[src/design/frs_pkg.sv]
package frs_pkg;
    // wishbone register map (byte addresses, one word each)
    localparam logic [7:0] ADDR_CONTROL = 8'h00;
    localparam logic [7:0] ADDR_KEY = 8'h04;
    localparam logic [7:0] ADDR_PAGE = 8'h08;
    localparam logic [7:0] ADDR_OFFSET = 8'h0c;
    localparam logic [7:0] ADDR_LATCH = 8'h10;
    localparam logic [7:0] ADDR_STATUS = 8'h14;
    // control register fields
    localparam int OP_LSB = 0;
    localparam int OP_W = 6;
    localparam int ERASE_BIT = 6;
    localparam int ARM_BIT = 14;
    localparam int START_BIT = 15;
    localparam logic [5:0] OP_ROW_ERASE = 6'h18;
    localparam logic [5:0] OP_ROW_PROGRAM = 6'h04;
    localparam logic [7:0] KEY_FIRST = 8'h55;
    localparam logic [7:0] KEY_SECOND = 8'haa;
    localparam logic [15:0] CONTROL_RESET = 16'h0000;
    localparam int ROW_WORDS = 32;
    localparam int ROW_AW = 5;
    localparam int INSTR_W = 24;
    localparam int PAGE_W = 8;
    // cycle times
    localparam int ERASE_TIME_US = 2;
    localparam int PROGRAM_TIME_US = 2;
    localparam int CLK_MHZ = 100;
    localparam logic [15:0] ERASE_CYCLES = 16'(ERASE_TIME_US * CLK_MHZ);
    localparam logic [15:0] PROGRAM_CYCLES = 16'(PROGRAM_TIME_US * CLK_MHZ);
    typedef enum logic [2:0] {
        ST_IDLE = 3'b001,
        ST_ERASE = 3'b010,
        ST_PROGRAM = 3'b100
    } frs_state_t;
endpackage

[src/design/frs_latch_if.sv]
interface frs_latch_if;
    import frs_pkg::*;
    logic program_arm_bit;
    logic [ROW_AW-1:0] wrIdx;
    logic [INSTR_W-1:0] wrData;
    logic [ROW_AW-1:0] rdIdx;
    logic [INSTR_W-1:0] rdData;
    modport owner (output program_arm_bit, output wrIdx, output wrData, output rdIdx, input rdData);
    modport mem (input program_arm_bit, input wrIdx, input wrData, input rdIdx, output rdData);
endinterface

[src/design/frs_row_latch.sv]
// row write latches: one instruction per slot, read data registered
module frs_row_latch
    import frs_pkg::*;
(
    input wire logic clk,
    frs_latch_if.mem lat
);
    logic [INSTR_W-1:0] mem [ROW_WORDS];
    logic [INSTR_W-1:0] rdq;

    // no reset: latch contents are undefined until software loads them
    always_ff @(posedge clk) begin
        if (lat.program_arm_bit) begin
            mem[lat.wrIdx] <= lat.wrData;
        end
        rdq <= mem[lat.rdIdx];
    end
    assign lat.rdData = rdq;
endmodule

[src/design/frs_sequencer.sv]
// What this block does
// erase and program work on whole rows of 32 instructions
// control bits 5..0 select operation; 011000 means row erase
// software sets erase-select and write-enable before a row erase; code ignores erase-select (bit 6)
// software gives row address as page register plus in-page offset
// software writes 55h then AAh to key register just before start
// start bit begins erase and stalls the processor until done
// start bit clears itself when the erase ends
// software loads 32 instructions into the write latches first
// programming uses op 000100, erase-select clear, write-enable set; the code does not check erase-select (bit 6)
// start bit begins programming, stalls processor, clears when done
// no erase or program without the key sequence first
// software follows the start with two no-operations
// any other write after the second key disarms the sequence; writes to unmapped addresses do not disarm here
// start ignored while write-enable is clear; flash left untouched
module frs_sequencer
    import frs_pkg::*;
(
    input wire logic clk,
    input wire logic reset,
    input wire logic wb_cyc_i,
    input wire logic wb_stb_i,
    input wire logic wb_we_i,
    input wire logic [7:0] wb_adr_i,
    input wire logic [3:0] wb_sel_i,
    input wire logic [31:0] wb_dat_i,
    output logic [31:0] wb_dat_o,
    output logic wb_ack_o,
    output logic wb_err_o,
    output logic cpuStall,
    output logic flashEraseRow,
    output logic flashProgramWord,
    output logic [frs_pkg::PAGE_W-1:0] flashPage,
    output logic [15:0] flashOffset,
    output logic [frs_pkg::ROW_AW-1:0] flashWordIdx,
    output logic [frs_pkg::INSTR_W-1:0] flashData
);
    import frs_pkg::*;

    typedef struct packed {
        frs_state_t state;
        logic [15:0] control;
        logic [PAGE_W-1:0] page;
        logic [15:0] offset;
        logic [ROW_AW-1:0] loadIdx;
        logic keyFirstSeen;
        logic armed;
        logic [15:0] timer;
        logic [ROW_AW-1:0] progIdx;
        logic progFetched;
        logic [31:0] datOut;
        logic ack;
        logic err;
        logic stall;
        logic eraseStrobe;
        logic progStrobe;
        logic [ROW_AW-1:0] outIdx;
        logic [INSTR_W-1:0] outData;
        logic doneCount;
    } frs_regs_t;

    frs_regs_t r;
    frs_regs_t next_r;
    frs_latch_if lat ();

    frs_row_latch u_latch (
        .clk(clk),
        .lat(lat)
    );

    logic busReq;
    logic wrReq;
    logic rdReq;
    logic mapped;
    logic keyWrite;
    logic ctrlWrite;
    logic startReq;
    logic [5:0] opSel;

    // a request is served once; ack drops the cycle after it is given
    always_comb begin
        busReq = wb_cyc_i & wb_stb_i & ~r.ack & ~r.err;
        mapped = (wb_adr_i == ADDR_CONTROL) | (wb_adr_i == ADDR_KEY) | (wb_adr_i == ADDR_PAGE)
               | (wb_adr_i == ADDR_OFFSET) | (wb_adr_i == ADDR_LATCH) | (wb_adr_i == ADDR_STATUS);
        wrReq = busReq & wb_we_i & mapped;
        rdReq = busReq & ~wb_we_i & mapped;
        keyWrite = wrReq & (wb_adr_i == ADDR_KEY) & wb_sel_i[0];
        ctrlWrite = wrReq & (wb_adr_i == ADDR_CONTROL) & wb_sel_i[1];
        startReq = ctrlWrite & wb_dat_i[START_BIT];
        opSel = wb_sel_i[0] ? wb_dat_i[OP_LSB +: OP_W] : r.control[OP_LSB +: OP_W];
    end

    // latch writes come straight from the bus; programming reads walk the row
    always_comb begin
        lat.program_arm_bit = wrReq & (wb_adr_i == ADDR_LATCH) & (r.state == ST_IDLE);
        lat.wrIdx = r.loadIdx;
        lat.wrData = wb_dat_i[INSTR_W-1:0];
        lat.rdIdx = r.progIdx;
    end

    // main sequencer: bus slave, key unlock, erase/program timing
    always_comb begin
        next_r = r;
        next_r.ack = 1'b0;
        next_r.err = 1'b0;
        next_r.eraseStrobe = 1'b0;
        next_r.progStrobe = 1'b0;
        if (busReq) begin
            next_r.ack = mapped;
            next_r.err = ~mapped;
        end
        // any mapped write other than a key write breaks the unlock chain
        if (wrReq & ~keyWrite) begin
            next_r.keyFirstSeen = 1'b0;
            next_r.armed = 1'b0;
        end
        if (keyWrite) begin
            // 55h then AAh, back to back, arms one start
            next_r.keyFirstSeen = (wb_dat_i[7:0] == KEY_FIRST);
            next_r.armed = r.keyFirstSeen & (wb_dat_i[7:0] == KEY_SECOND);
        end
        if (rdReq) begin
            case (wb_adr_i)
                ADDR_CONTROL: next_r.datOut = {16'h0000, r.control};
                ADDR_PAGE: next_r.datOut = {24'h000000, r.page};
                ADDR_OFFSET: next_r.datOut = {16'h0000, r.offset};
                ADDR_STATUS: next_r.datOut = {25'h0000000, r.loadIdx, r.armed, r.stall};
                default: next_r.datOut = 32'h00000000; // key and latches read as zero
            endcase
        end
        if (r.state == ST_IDLE) begin
            if (wrReq & (wb_adr_i == ADDR_PAGE) & wb_sel_i[0]) begin
                next_r.page = wb_dat_i[PAGE_W-1:0];
            end
            if (wrReq & (wb_adr_i == ADDR_OFFSET)) begin
                if (wb_sel_i[0]) next_r.offset[7:0] = wb_dat_i[7:0];
                if (wb_sel_i[1]) next_r.offset[15:8] = wb_dat_i[15:8];
                next_r.loadIdx = wb_dat_i[ROW_AW:1]; // latch slot follows the offset
            end
            if (lat.program_arm_bit) begin
                next_r.loadIdx = r.loadIdx + ROW_AW'(1);
            end
            if (ctrlWrite | (wrReq & (wb_adr_i == ADDR_CONTROL))) begin
                if (wb_sel_i[0]) next_r.control[7:0] = wb_dat_i[7:0];
                if (wb_sel_i[1]) next_r.control[14:8] = wb_dat_i[14:8];
                next_r.control[START_BIT] = 1'b0;
                next_r.keyFirstSeen = 1'b0;
                next_r.armed = 1'b0; // one unlock per start attempt
                // start only with unlock and write-enable
                if (startReq & r.armed & wb_dat_i[ARM_BIT]) begin
                    if (opSel == OP_ROW_ERASE) begin
                        next_r.control[START_BIT] = 1'b1;
                        next_r.state = ST_ERASE;
                        next_r.stall = 1'b1;
                        next_r.timer = ERASE_CYCLES;
                        next_r.eraseStrobe = 1'b1;
                        next_r.outIdx = '0;
                    end else if (opSel == OP_ROW_PROGRAM) begin
                        next_r.control[START_BIT] = 1'b1;
                        next_r.state = ST_PROGRAM;
                        next_r.stall = 1'b1;
                        next_r.timer = PROGRAM_CYCLES;
                        next_r.progIdx = '0;
                        next_r.progFetched = 1'b0;
                        next_r.doneCount = 1'b0;
                    end
                end
            end
        end
        case (r.state)
            ST_IDLE: begin
            end
            ST_ERASE: begin
                next_r.timer = r.timer - 16'h0001;
                if (r.timer == 16'h0001) begin
                    next_r.state = ST_IDLE;
                    next_r.stall = 1'b0;
                    next_r.control[START_BIT] = 1'b0;
                end
            end
            ST_PROGRAM: begin
                // hand all 32 latch slots to the array, then wait the write time
                if (~r.doneCount) begin
                    next_r.progFetched = 1'b1;
                    if (r.progFetched) begin
                        next_r.progStrobe = 1'b1;
                        next_r.outIdx = r.progIdx;
                        next_r.outData = lat.rdData;
                        next_r.progIdx = r.progIdx + ROW_AW'(1);
                        next_r.progFetched = 1'b0;
                        next_r.doneCount = (r.progIdx == ROW_AW'(ROW_WORDS - 1));
                    end
                end else begin
                    next_r.timer = r.timer - 16'h0001;
                    if (r.timer == 16'h0001) begin
                        next_r.state = ST_IDLE;
                        next_r.stall = 1'b0;
                        next_r.control[START_BIT] = 1'b0;
                    end
                end
            end
            default: next_r.state = ST_IDLE;
        endcase
    end

    always_ff @(posedge clk or posedge reset) begin
        if (reset) begin
            r <= '{state: ST_IDLE, control: CONTROL_RESET, default: '0};
        end else begin
            r <= next_r;
        end
    end

    assign wb_dat_o = r.datOut;
    assign wb_ack_o = r.ack;
    assign wb_err_o = r.err;
    assign cpuStall = r.stall;
    assign flashEraseRow = r.eraseStrobe;
    assign flashProgramWord = r.progStrobe;
    assign flashPage = r.page;
    assign flashOffset = r.offset;
    assign flashWordIdx = r.outIdx;
    assign flashData = r.outData;

    // start bit set by hardware is only held while the processor is stalled
    chk_start_stall: assert property (@(posedge clk) disable iff (reset)
        r.control[START_BIT] |-> r.stall)
        else $error("start bit set without stall");
    chk_no_unlocked_start: assert property (@(posedge clk) disable iff (reset)
        (ctrlWrite & r.state == ST_IDLE & ~r.armed) |=> (r.state == ST_IDLE))
        else $error("operation began without unlock");
    // a control write while busy is ignored anyway, so only idle writes count here
    chk_arm_needed: assert property (@(posedge clk) disable iff (reset)
        (ctrlWrite & ~wb_dat_i[ARM_BIT] & (r.state == ST_IDLE)) |=> ~r.eraseStrobe & (r.state == ST_IDLE))
        else $error("start accepted with write-enable clear");
    chk_disarm_other: assert property (@(posedge clk) disable iff (reset)
        (wrReq & ~keyWrite & ~ctrlWrite) |=> ~r.armed)
        else $error("stray write kept unlock");
    chk_erase_len: assert property (@(posedge clk) disable iff (reset)
        r.eraseStrobe |-> r.stall [*8])
        else $error("erase stall too short");
    chk_erase_clear: assert property (@(posedge clk) disable iff (reset)
        (r.state == ST_ERASE && r.timer == 16'h0001) |=> ~r.control[START_BIT] & ~r.stall)
        else $error("start bit not cleared after erase");
    chk_prog_clear: assert property (@(posedge clk) disable iff (reset)
        (r.state == ST_PROGRAM && r.doneCount && r.timer == 16'h0001) |=> ~r.control[START_BIT])
        else $error("start bit not cleared after program");
    chk_erase_op: assert property (@(posedge clk) disable iff (reset)
        $rose(r.state == ST_ERASE) |-> $past(opSel) == OP_ROW_ERASE)
        else $error("erase with wrong op");
    chk_key_order: assert property (@(posedge clk) disable iff (reset)
        $rose(r.armed) |-> $past(r.keyFirstSeen))
        else $error("armed without first key");

    // stall, busy state and start bit must never drift apart
    chk_stall_busy: assert property (@(posedge clk) disable iff (reset)
        r.stall == (r.state != ST_IDLE))
        else $error("stall differs from busy state");
    chk_busy_start: assert property (@(posedge clk) disable iff (reset)
        (r.state != ST_IDLE) |-> r.control[START_BIT])
        else $error("busy without start bit");
    chk_erase_timer: assert property (@(posedge clk) disable iff (reset)
        r.eraseStrobe |-> (r.timer == ERASE_CYCLES))
        else $error("erase timer not loaded");
    chk_erase_single: assert property (@(posedge clk) disable iff (reset)
        r.eraseStrobe |=> ~r.eraseStrobe)
        else $error("erase strobe longer than one cycle");
    chk_stall_fall: assert property (@(posedge clk) disable iff (reset)
        $fell(r.stall) |-> ~r.control[START_BIT])
        else $error("stall released with start bit set");
    chk_addr_hold: assert property (@(posedge clk) disable iff (reset)
        (r.state != ST_IDLE) |=> $stable(r.page) && $stable(r.offset))
        else $error("row address moved while busy");

    // programming walks the whole row once, in order, then waits the write time
    chk_prog_op: assert property (@(posedge clk) disable iff (reset)
        $rose(r.state == ST_PROGRAM) |-> $past(opSel) == OP_ROW_PROGRAM)
        else $error("program with wrong op");
    chk_prog_first: assert property (@(posedge clk) disable iff (reset)
        $rose(r.state == ST_PROGRAM) |-> (r.progIdx == '0) & ~r.doneCount)
        else $error("program did not start at slot zero");
    chk_prog_timer: assert property (@(posedge clk) disable iff (reset)
        (r.state == ST_PROGRAM & ~r.doneCount) |-> (r.timer == PROGRAM_CYCLES))
        else $error("write time ran before the row was sent");
    chk_word_busy: assert property (@(posedge clk) disable iff (reset)
        r.progStrobe |-> (r.state == ST_PROGRAM))
        else $error("word strobe outside programming");
    chk_last_word: assert property (@(posedge clk) disable iff (reset)
        (r.progStrobe & (r.outIdx == ROW_AW'(ROW_WORDS - 1))) |-> r.doneCount)
        else $error("last word did not end the row");
    chk_idle_quiet: assert property (@(posedge clk) disable iff (reset)
        (r.state == ST_IDLE) |=> ~r.progStrobe)
        else $error("word strobe while idle");

    // a start must have been unlocked and enabled in the cycle it was taken
    chk_start_armed: assert property (@(posedge clk) disable iff (reset)
        $rose(r.stall) |-> $past(r.armed))
        else $error("stall began without unlock");
    chk_start_enabled: assert property (@(posedge clk) disable iff (reset)
        $rose(r.stall) |-> $past(wb_dat_i[ARM_BIT]))
        else $error("stall began with write-enable clear");
    chk_key_disarm: assert property (@(posedge clk) disable iff (reset)
        (keyWrite & (wb_dat_i[7:0] != KEY_SECOND)) |=> ~r.armed)
        else $error("wrong key kept unlock");
    // an ignored control write during a cycle still counts as an intervening write
    chk_busy_disarm: assert property (@(posedge clk) disable iff (reset)
        (ctrlWrite & (r.state != ST_IDLE)) |=> ~r.armed)
        else $error("busy control write kept unlock");
endmodule

[config.mk]
export PLATFORM = sky130hd
export DESIGN_NAME = frs_sequencer
export DESIGN_NICKNAME = d
export VERILOG_FILES = /design/src/design/frs_pkg.sv /design/src/design/frs_latch_if.sv /design/src/design/frs_row_latch.sv /design/src/design/frs_sequencer.sv
export SDC_FILE = /design/constraint.sdc
export NUM_CORES = 1
export LEC_CHECK = 0
export BUFFER_PORTS_ARGS = -buffer_cell sky130_fd_sc_hd__buf_2
export CAP_MARGIN = 15
export CORE_ASPECT_RATIO = 2
export CORE_MARGIN = 4
export CORE_UTILIZATION = 45
export CTS_BUF_LIST = sky130_fd_sc_hd__clkbuf_2
export DETAILED_ROUTE_END_ITERATION = 8
export GPL_TIMING_DRIVEN = 0
export PLACE_DENSITY = 0.64
export SLEW_MARGIN = 25
export SYNTH_ARGS = -nofsm -noshare
export SYNTH_HDL_FRONTEND = slang
export SYNTH_SLANG_ARGS = --single-unit
[constraint.sdc]
create_clock -name clk -period 6.4 [get_ports clk]
set_clock_uncertainty 0.15 [all_clocks]
set_input_delay 1.28 -clock clk [delete_from_list [all_inputs] [get_ports clk]]
set_output_delay 1.28 -clock clk [all_outputs]
set_load 0.02 [all_outputs]
**Word-level counts from Yosys, hierarchy flattened**

Memory sizes are Yosys's and may differ from the RTL's. A register that Yosys moved wholly into a read port is not among the register bits.
Index checks and enable logic that the tools add are counted.

- Input bits: 49
- RAM bits: 768
- Output and inout port bits: 90
- Word-level logic and storage cells: 136
- Memories: 1
- Bits in registers: 139

- Bitwise operators: 33
- Mux-type cells: 54
- $add $sub $neg: 3
- Reduce and logical (&&, ||, !) cells: 9
- Equality and inequality tests: 14

Memories:

| name | depth | bits a word | rd ports | clocked after Yosys merged registers in | write ports | line | source |
|---|---|---|---|---|---|---|---|
| u_latch.mem | 32 | 24 | 1 | 1 | 1 | frs_row_latch.sv:8 | `logic [INSTR_W-1:0] mem [ROW_WORDS];` |

Operators with widths:

| kind | count |
|---|---|
| 31-bit 2-to-1 mux | 3 |
| 72-bit 2-to-1 mux | 1 |
| 16-bit one-hot mux with 4 select lines | 1 |
| 22-bit 2-to-1 mux | 2 |
| 16-bit 2-to-1 mux | 2 |
| 8-bit 2-to-1 mux | 4 |
| 16-bit one-hot mux with 2 select lines | 1 |
| 6-bit 2-to-1 mux | 5 |
| 5-bit 2-to-1 mux | 5 |
| 24-bit 2-to-1 mux | 1 |
| 1-bit AND | 21 |
| 21-bit 2-to-1 mux | 1 |
| 4-bit 2-to-1 mux | 5 |
| 19-bit 2-to-1 mux | 1 |
| 16-bit by 1-bit == test with 1-bit output, second input constant | 1 |
| 8-bit by 4-bit == test with 1-bit output, second input constant | 2 |
| 8-bit by 5-bit == test with 1-bit output, second input constant | 2 |
| 16-bit by 1-bit subtractor with 16-bit output, second input constant | 1 |
| 3-bit AND reduction | 5 |
| 1-bit 2-to-1 mux | 12 |
| 2-bit 2-to-1 mux | 6 |
| 5-bit by 1-bit adder with 5-bit output, second input constant | 2 |
| 3-bit one-hot mux with 3 select lines | 1 |
| 8-bit by 3-bit == test with 1-bit output, second input constant | 1 |
| other kinds (15) | 27 |

**Longest topological paths before layout**

- Depth after elaboration: 18
- Mapped depth: 8
- Gate-level depth less buffers: 6

**Modules after synthesis**

A second synthesis with hierarchy kept.

- Cells, all modules: 2350
- Area, all modules: 37064.3 um^2

Modules (own cells, without submodules):

| module | cells an instance | instances | area an instance (um^2) | seq. area each (um^2) |
|---|---|---|---|---|
| frs_row_latch | 1711 | 1 | 30483.0 | 23542.6 |
| frs_sequencer | 639 | 1 | 6581.3 | 3079.2 |

**Worst setup path after synthesis**

OpenSTA, ideal clock, no wires.

- Path type: input to register
- From: input wb_cyc_i
- To: memory u_latch.mem[30][0], enable pin
- Buffers on the path: 0
- Cell stages on the path: 5
- Setup slack: 2.382 ns
- Library setup time: 0.405 ns
- Arrival: 3.463 ns
- Required time: 5.845 ns
- Path through: nand4bb_1 -> nor4b_2 -> and3_1 -> nand2_1 -> nor2_1

- Word-level cells in the longest chain between the ends: 9

RTL lines:

| what | line | source |
|---|---|---|
| from (decl) | frs_sequencer.sv:21 | `input wire logic wb_cyc_i,` |
| 1-bit AND (3 in series) | frs_sequencer.sv:82 | `busReq = wb_cyc_i & wb_stb_i & ~r.ack & ~r.err;` |
| 1-bit AND (2 in series) | frs_sequencer.sv:85 | `wrReq = busReq & wb_we_i & mapped;` |
| 1-bit AND (2 in series) | frs_sequencer.sv:95 | `lat.program_arm_bit = wrReq & (wb_adr_i == ADDR_LATCH) & (r.state == ST_IDLE);` |
| 1-bit 2-to-1 mux | frs_row_latch.sv:13 | `if (lat.program_arm_bit) begin` |
| 1-bit 2-to-1 mux (not written as such) | frs_row_latch.sv:14 | `mem[lat.wrIdx] <= lat.wrData;` |
| to (decl) | frs_row_latch.sv:8 |  |

No other way between the ends.

**Worst setup path in the final report**

- From: register r (netlist bit wb_ack_o)
- To: memory u_latch.mem[31][19], enable pin

- Word-level cells in the longest chain between the ends: 9

RTL lines:

| what | line | source |
|---|---|---|
| from (decl) | frs_sequencer.sv:62 | `frs_regs_t r;` |
| from (signal assigned) | frs_sequencer.sv:210 | `r <= next_r;` |
| 1-bit inverter | frs_sequencer.sv:82 |  |
| 1-bit AND (2 in series) | frs_sequencer.sv:82 |  |
| 1-bit AND (2 in series) | frs_sequencer.sv:85 |  |
| 1-bit AND (2 in series) | frs_sequencer.sv:95 |  |
| 1-bit 2-to-1 mux | frs_row_latch.sv:13 |  |
| 1-bit 2-to-1 mux (not written as such) | frs_row_latch.sv:14 |  |

No other way between the ends.

==> flow_summary.toml <==
[status]
status = "complete, no violations"

[timing]
postLayoutSetupSlackWorst_ns = 2.39
setup_viol = 0
final.setup.tns_ns = 0
period_needed_ns = 4.01
worstMarginPinSlew_ns = 1.05
rsz0062_at_grt = "no"
slew_headroom_pct = 29.5
post-route-period-util_pct = 62.6
fmax_ghz = 0.250
hold_viol = 0
slew_violations = 0

[worst_setup_path]
critical_path.max_stage_delay_ns = 0.97
startpoint = "wb_ack_o"
path_max_fanout = 15
r2r_slack_ns = 2.39
ff2ff_path_depth = 5
r2r_start = "wb_ack_o"
required_ns = 7.24
endpoint_kind = "flop"
slowest_stage = "nand4_1"
crit_path_end = "u_latch.mem[31][19]"
startpoint_type = "flop"
worstSetupPathType = "reg2reg"
rr_endpoint = "u_latch.mem[31][19]"
path_cells = "nand4bb_1, nor4b_2, nand4_1, nor2_4, buf_12"
crit_arrival_ns = 4.85

[clocking]
post_cts_buffers = 0
htree_levels = 4
numCtsBuffers = 187
cts_tree = "yes"
postCtsResizedCells = 0
insertion_delay_ns = 1.31
clk_pin_slew_ns = 0.12
cts.sinks = 915
root_buffer = "clkbuf_2"
holdBufCountCts = 1
cts_buffer_depth = 3

[route]
antenna_left = 0
wire_per_inst_um = 26.6
routed_wl_um = 90700
drtPass1Iterations = 7
drt_iter0_markers = 1612
vias = 19266
route.detailed.drc = 0
vias_per_cell = 5.65

[logic_synthesis]
syn_inst = 1882
synth_cell_types = 71
yosys.area.top_type = "edfxtp_1"
yosysTopAreaCellShare_pct = 64.8
yosysWarningCount = 0
synth-seq-cells = 915
synthArstFlopShare_pct = 13.4
syn_avg_cell_area_sq_um = 18.9
synth_edf_count = 768
synthFlopType = "edfxtp_1"
synth_area_sq_mm = 0.0356
seq_area_frac_synth_pct = 74.8
ys_top_cells_by_area = "edfxtp_1, mux4_2, dfrtp_1"

[global_route]
antenna_found_initial = 5
grt_pass1_wl_um = 133000
grt_pass1_vias = 20917
grt_max_degree = 77
track_usage_pct = 21.9
overflow = 0

[finish]
layout_commonest_cell = "edfxtp_1"
num-fill-cells = 6341
syn_to_final_growth_pct = 13.5
layout.nets = 2287
multi_input_area_sq_mm = 0.00820
layout_common_cells = "edfxtp_1, clkbuf_2, mux4_2, buf_2, nand2_1"
drive_above_1_share_pct = 34.7
register_area_sq_mm = 0.0266

[power_and_ir_drop]
p_leak_nw = 14.5
vdd_ir_drop_max_uv = 149
cellPowerDensity_mw_per_mm2 = 253

[run]
max-cap-violations = 0

[die]
ios = 139
die_y_um = 406
core_region_area_sq_mm = 0.0782
initial_core_util_pct = 45.5
die-area_sq_mm = 0.0839
row_count = 145
die_x_um = 207

[placement]
place.gp.congestion = 0.860
dpl_worst_slack_ns = 1.52
numPortBuffers = 110
dpl.hpwl_um = 61500

[worst_hold_path]
holdCritPathClass = "in2reg"
-- critical path, delay by kind of cell (launching register included) --
family | cells | cell delay, ns
simple gates | 4 | 2.84
flops | 1 | 0.41
buf+inv | 1 | 0.26
-- cells in the mapped netlist (4+ instances only) --
library cell  instances
clkbuf_1             58
nor2_1               80
or3_1                 8
buf_2                25
mux2_2               39
nor4_1               26
nand3b_1              8
and3_1               12
nand4_1               8
a31oi_1               6
a221oi_1             13
a21oi_1               8
edfxtp_1            768
o21a_1                4
mux4_2              192
ha_1                  8
nand2_1             123
buf_4                85
and2_1                4
inv_1                12
buf_1                 8
o22ai_1              97
dfxtp_1              24
o211ai_1              5
o21ai_0              34
a22oi_1               5
a22o_1                8
nand2b_1              5
nand3_1              15
dfrtp_1             122
nor3_1                9
or3b_2                4
-- logic make-up after synthesis --
| family | synth area share, % |
|---|---|
| compound gates | 3.73 |
| fa+ha+maj | 0.281 |
| buf+inv | 3.00 |
| flops | 74.8 |
| mux | 13.5 |
| other cells | 0.0105 |
| simple gates | 4.68 |
-- how the worst min path moves through the flow --
| stage | from | endpoint | slack [ns] | cells after the start |
|---|---|---|---|---|
| finish | wb_sel_i[0] | r[90] | 0.19 | 3 |
| floorplan | u_latch.lat.rdData[0] | flashData[0] | 0.25 | 2 |
| global placement | u_latch.lat.rdData[14] | flashData[14] | 0.27 | 2 |
| CTS | wb_sel_i[0] | r[90] | 0.002 | 3 |
| detailed placement | u_latch.lat.rdData[10] | flashData[10] | 0.26 | 2 |
| global route | wb_sel_i[0] | r[89] | 0.09 | 3 |
-- layout make-up --
class                           count  share of cell area, %
Buffer                            177                   2.53
Tap cell                         1029                   3.19
Clock buffer                      276                   3.42
Sequential cell                   915                   65.9
Multi-Input combinational cell    793                   20.3
Clock inverter                     64                   1.03
Antenna cell                        2                 0.0124
Timing Repair Buffer              144                   3.49
Inverter                           12                  0.130
-- registers in the layout, indices dropped and copies added (netlist names) --
name	cells
u_latch.mem	768
flashEraseRow	1
u_latch.lat.rdData	24
wb_dat_o	16
r	39
wb_ack_o	1
lat.rdIdx	5
wb_err_o	1
lat.wrIdx	5
flashOffset	16
flashPage	8
flashProgramWord	1
flashWordIdx	5
flashData	24
cpuStall	1
-- stage by stage --
step	cells	power, W	utilization, %	hold WS, ns	cell area (sq um)
after floorplan	1897	0.00666	-	0.248	35600
after global placement	3036	0.00676	47.9	0.267	37500
after detailed placement	3069	0.00678	49.3	0.258	38600
after CTS	3410	0.0103	51.7	0.00243	40400
after global routing	3412	0.0106	51.7	0.0901	40400
final	3412	0.0102	51.7	0.190	40400
-- power by group --
group	leakage, nW	internal [W]	total (W)	switching, W
Combinational	4.45	0.0000389	0.000185	0.000146
Clock	1.34	0.00140	0.00357	0.00218
Sequential	8.68	0.00646	0.00646	0.00000536
-- layer usage --
| metal | GRT usage, % | routed length [um] | up-vias | part of all wire (%) |
|---|---|---|---|---|
| li1 | - | - | 8356 | - |
| met1 | 23.8 | 30900 | 9950 | 34 |
| met2 | 41.6 | 51700 | 750 | 57 |
| met3 | 3.66 | 4600 | 210 | 5.1 |
| met4 | 9.24 | 3550 | 0 | 3.9 |
| met5 | 0 | 0 | - | 0 |
Power figures use the tool's default switching activity.
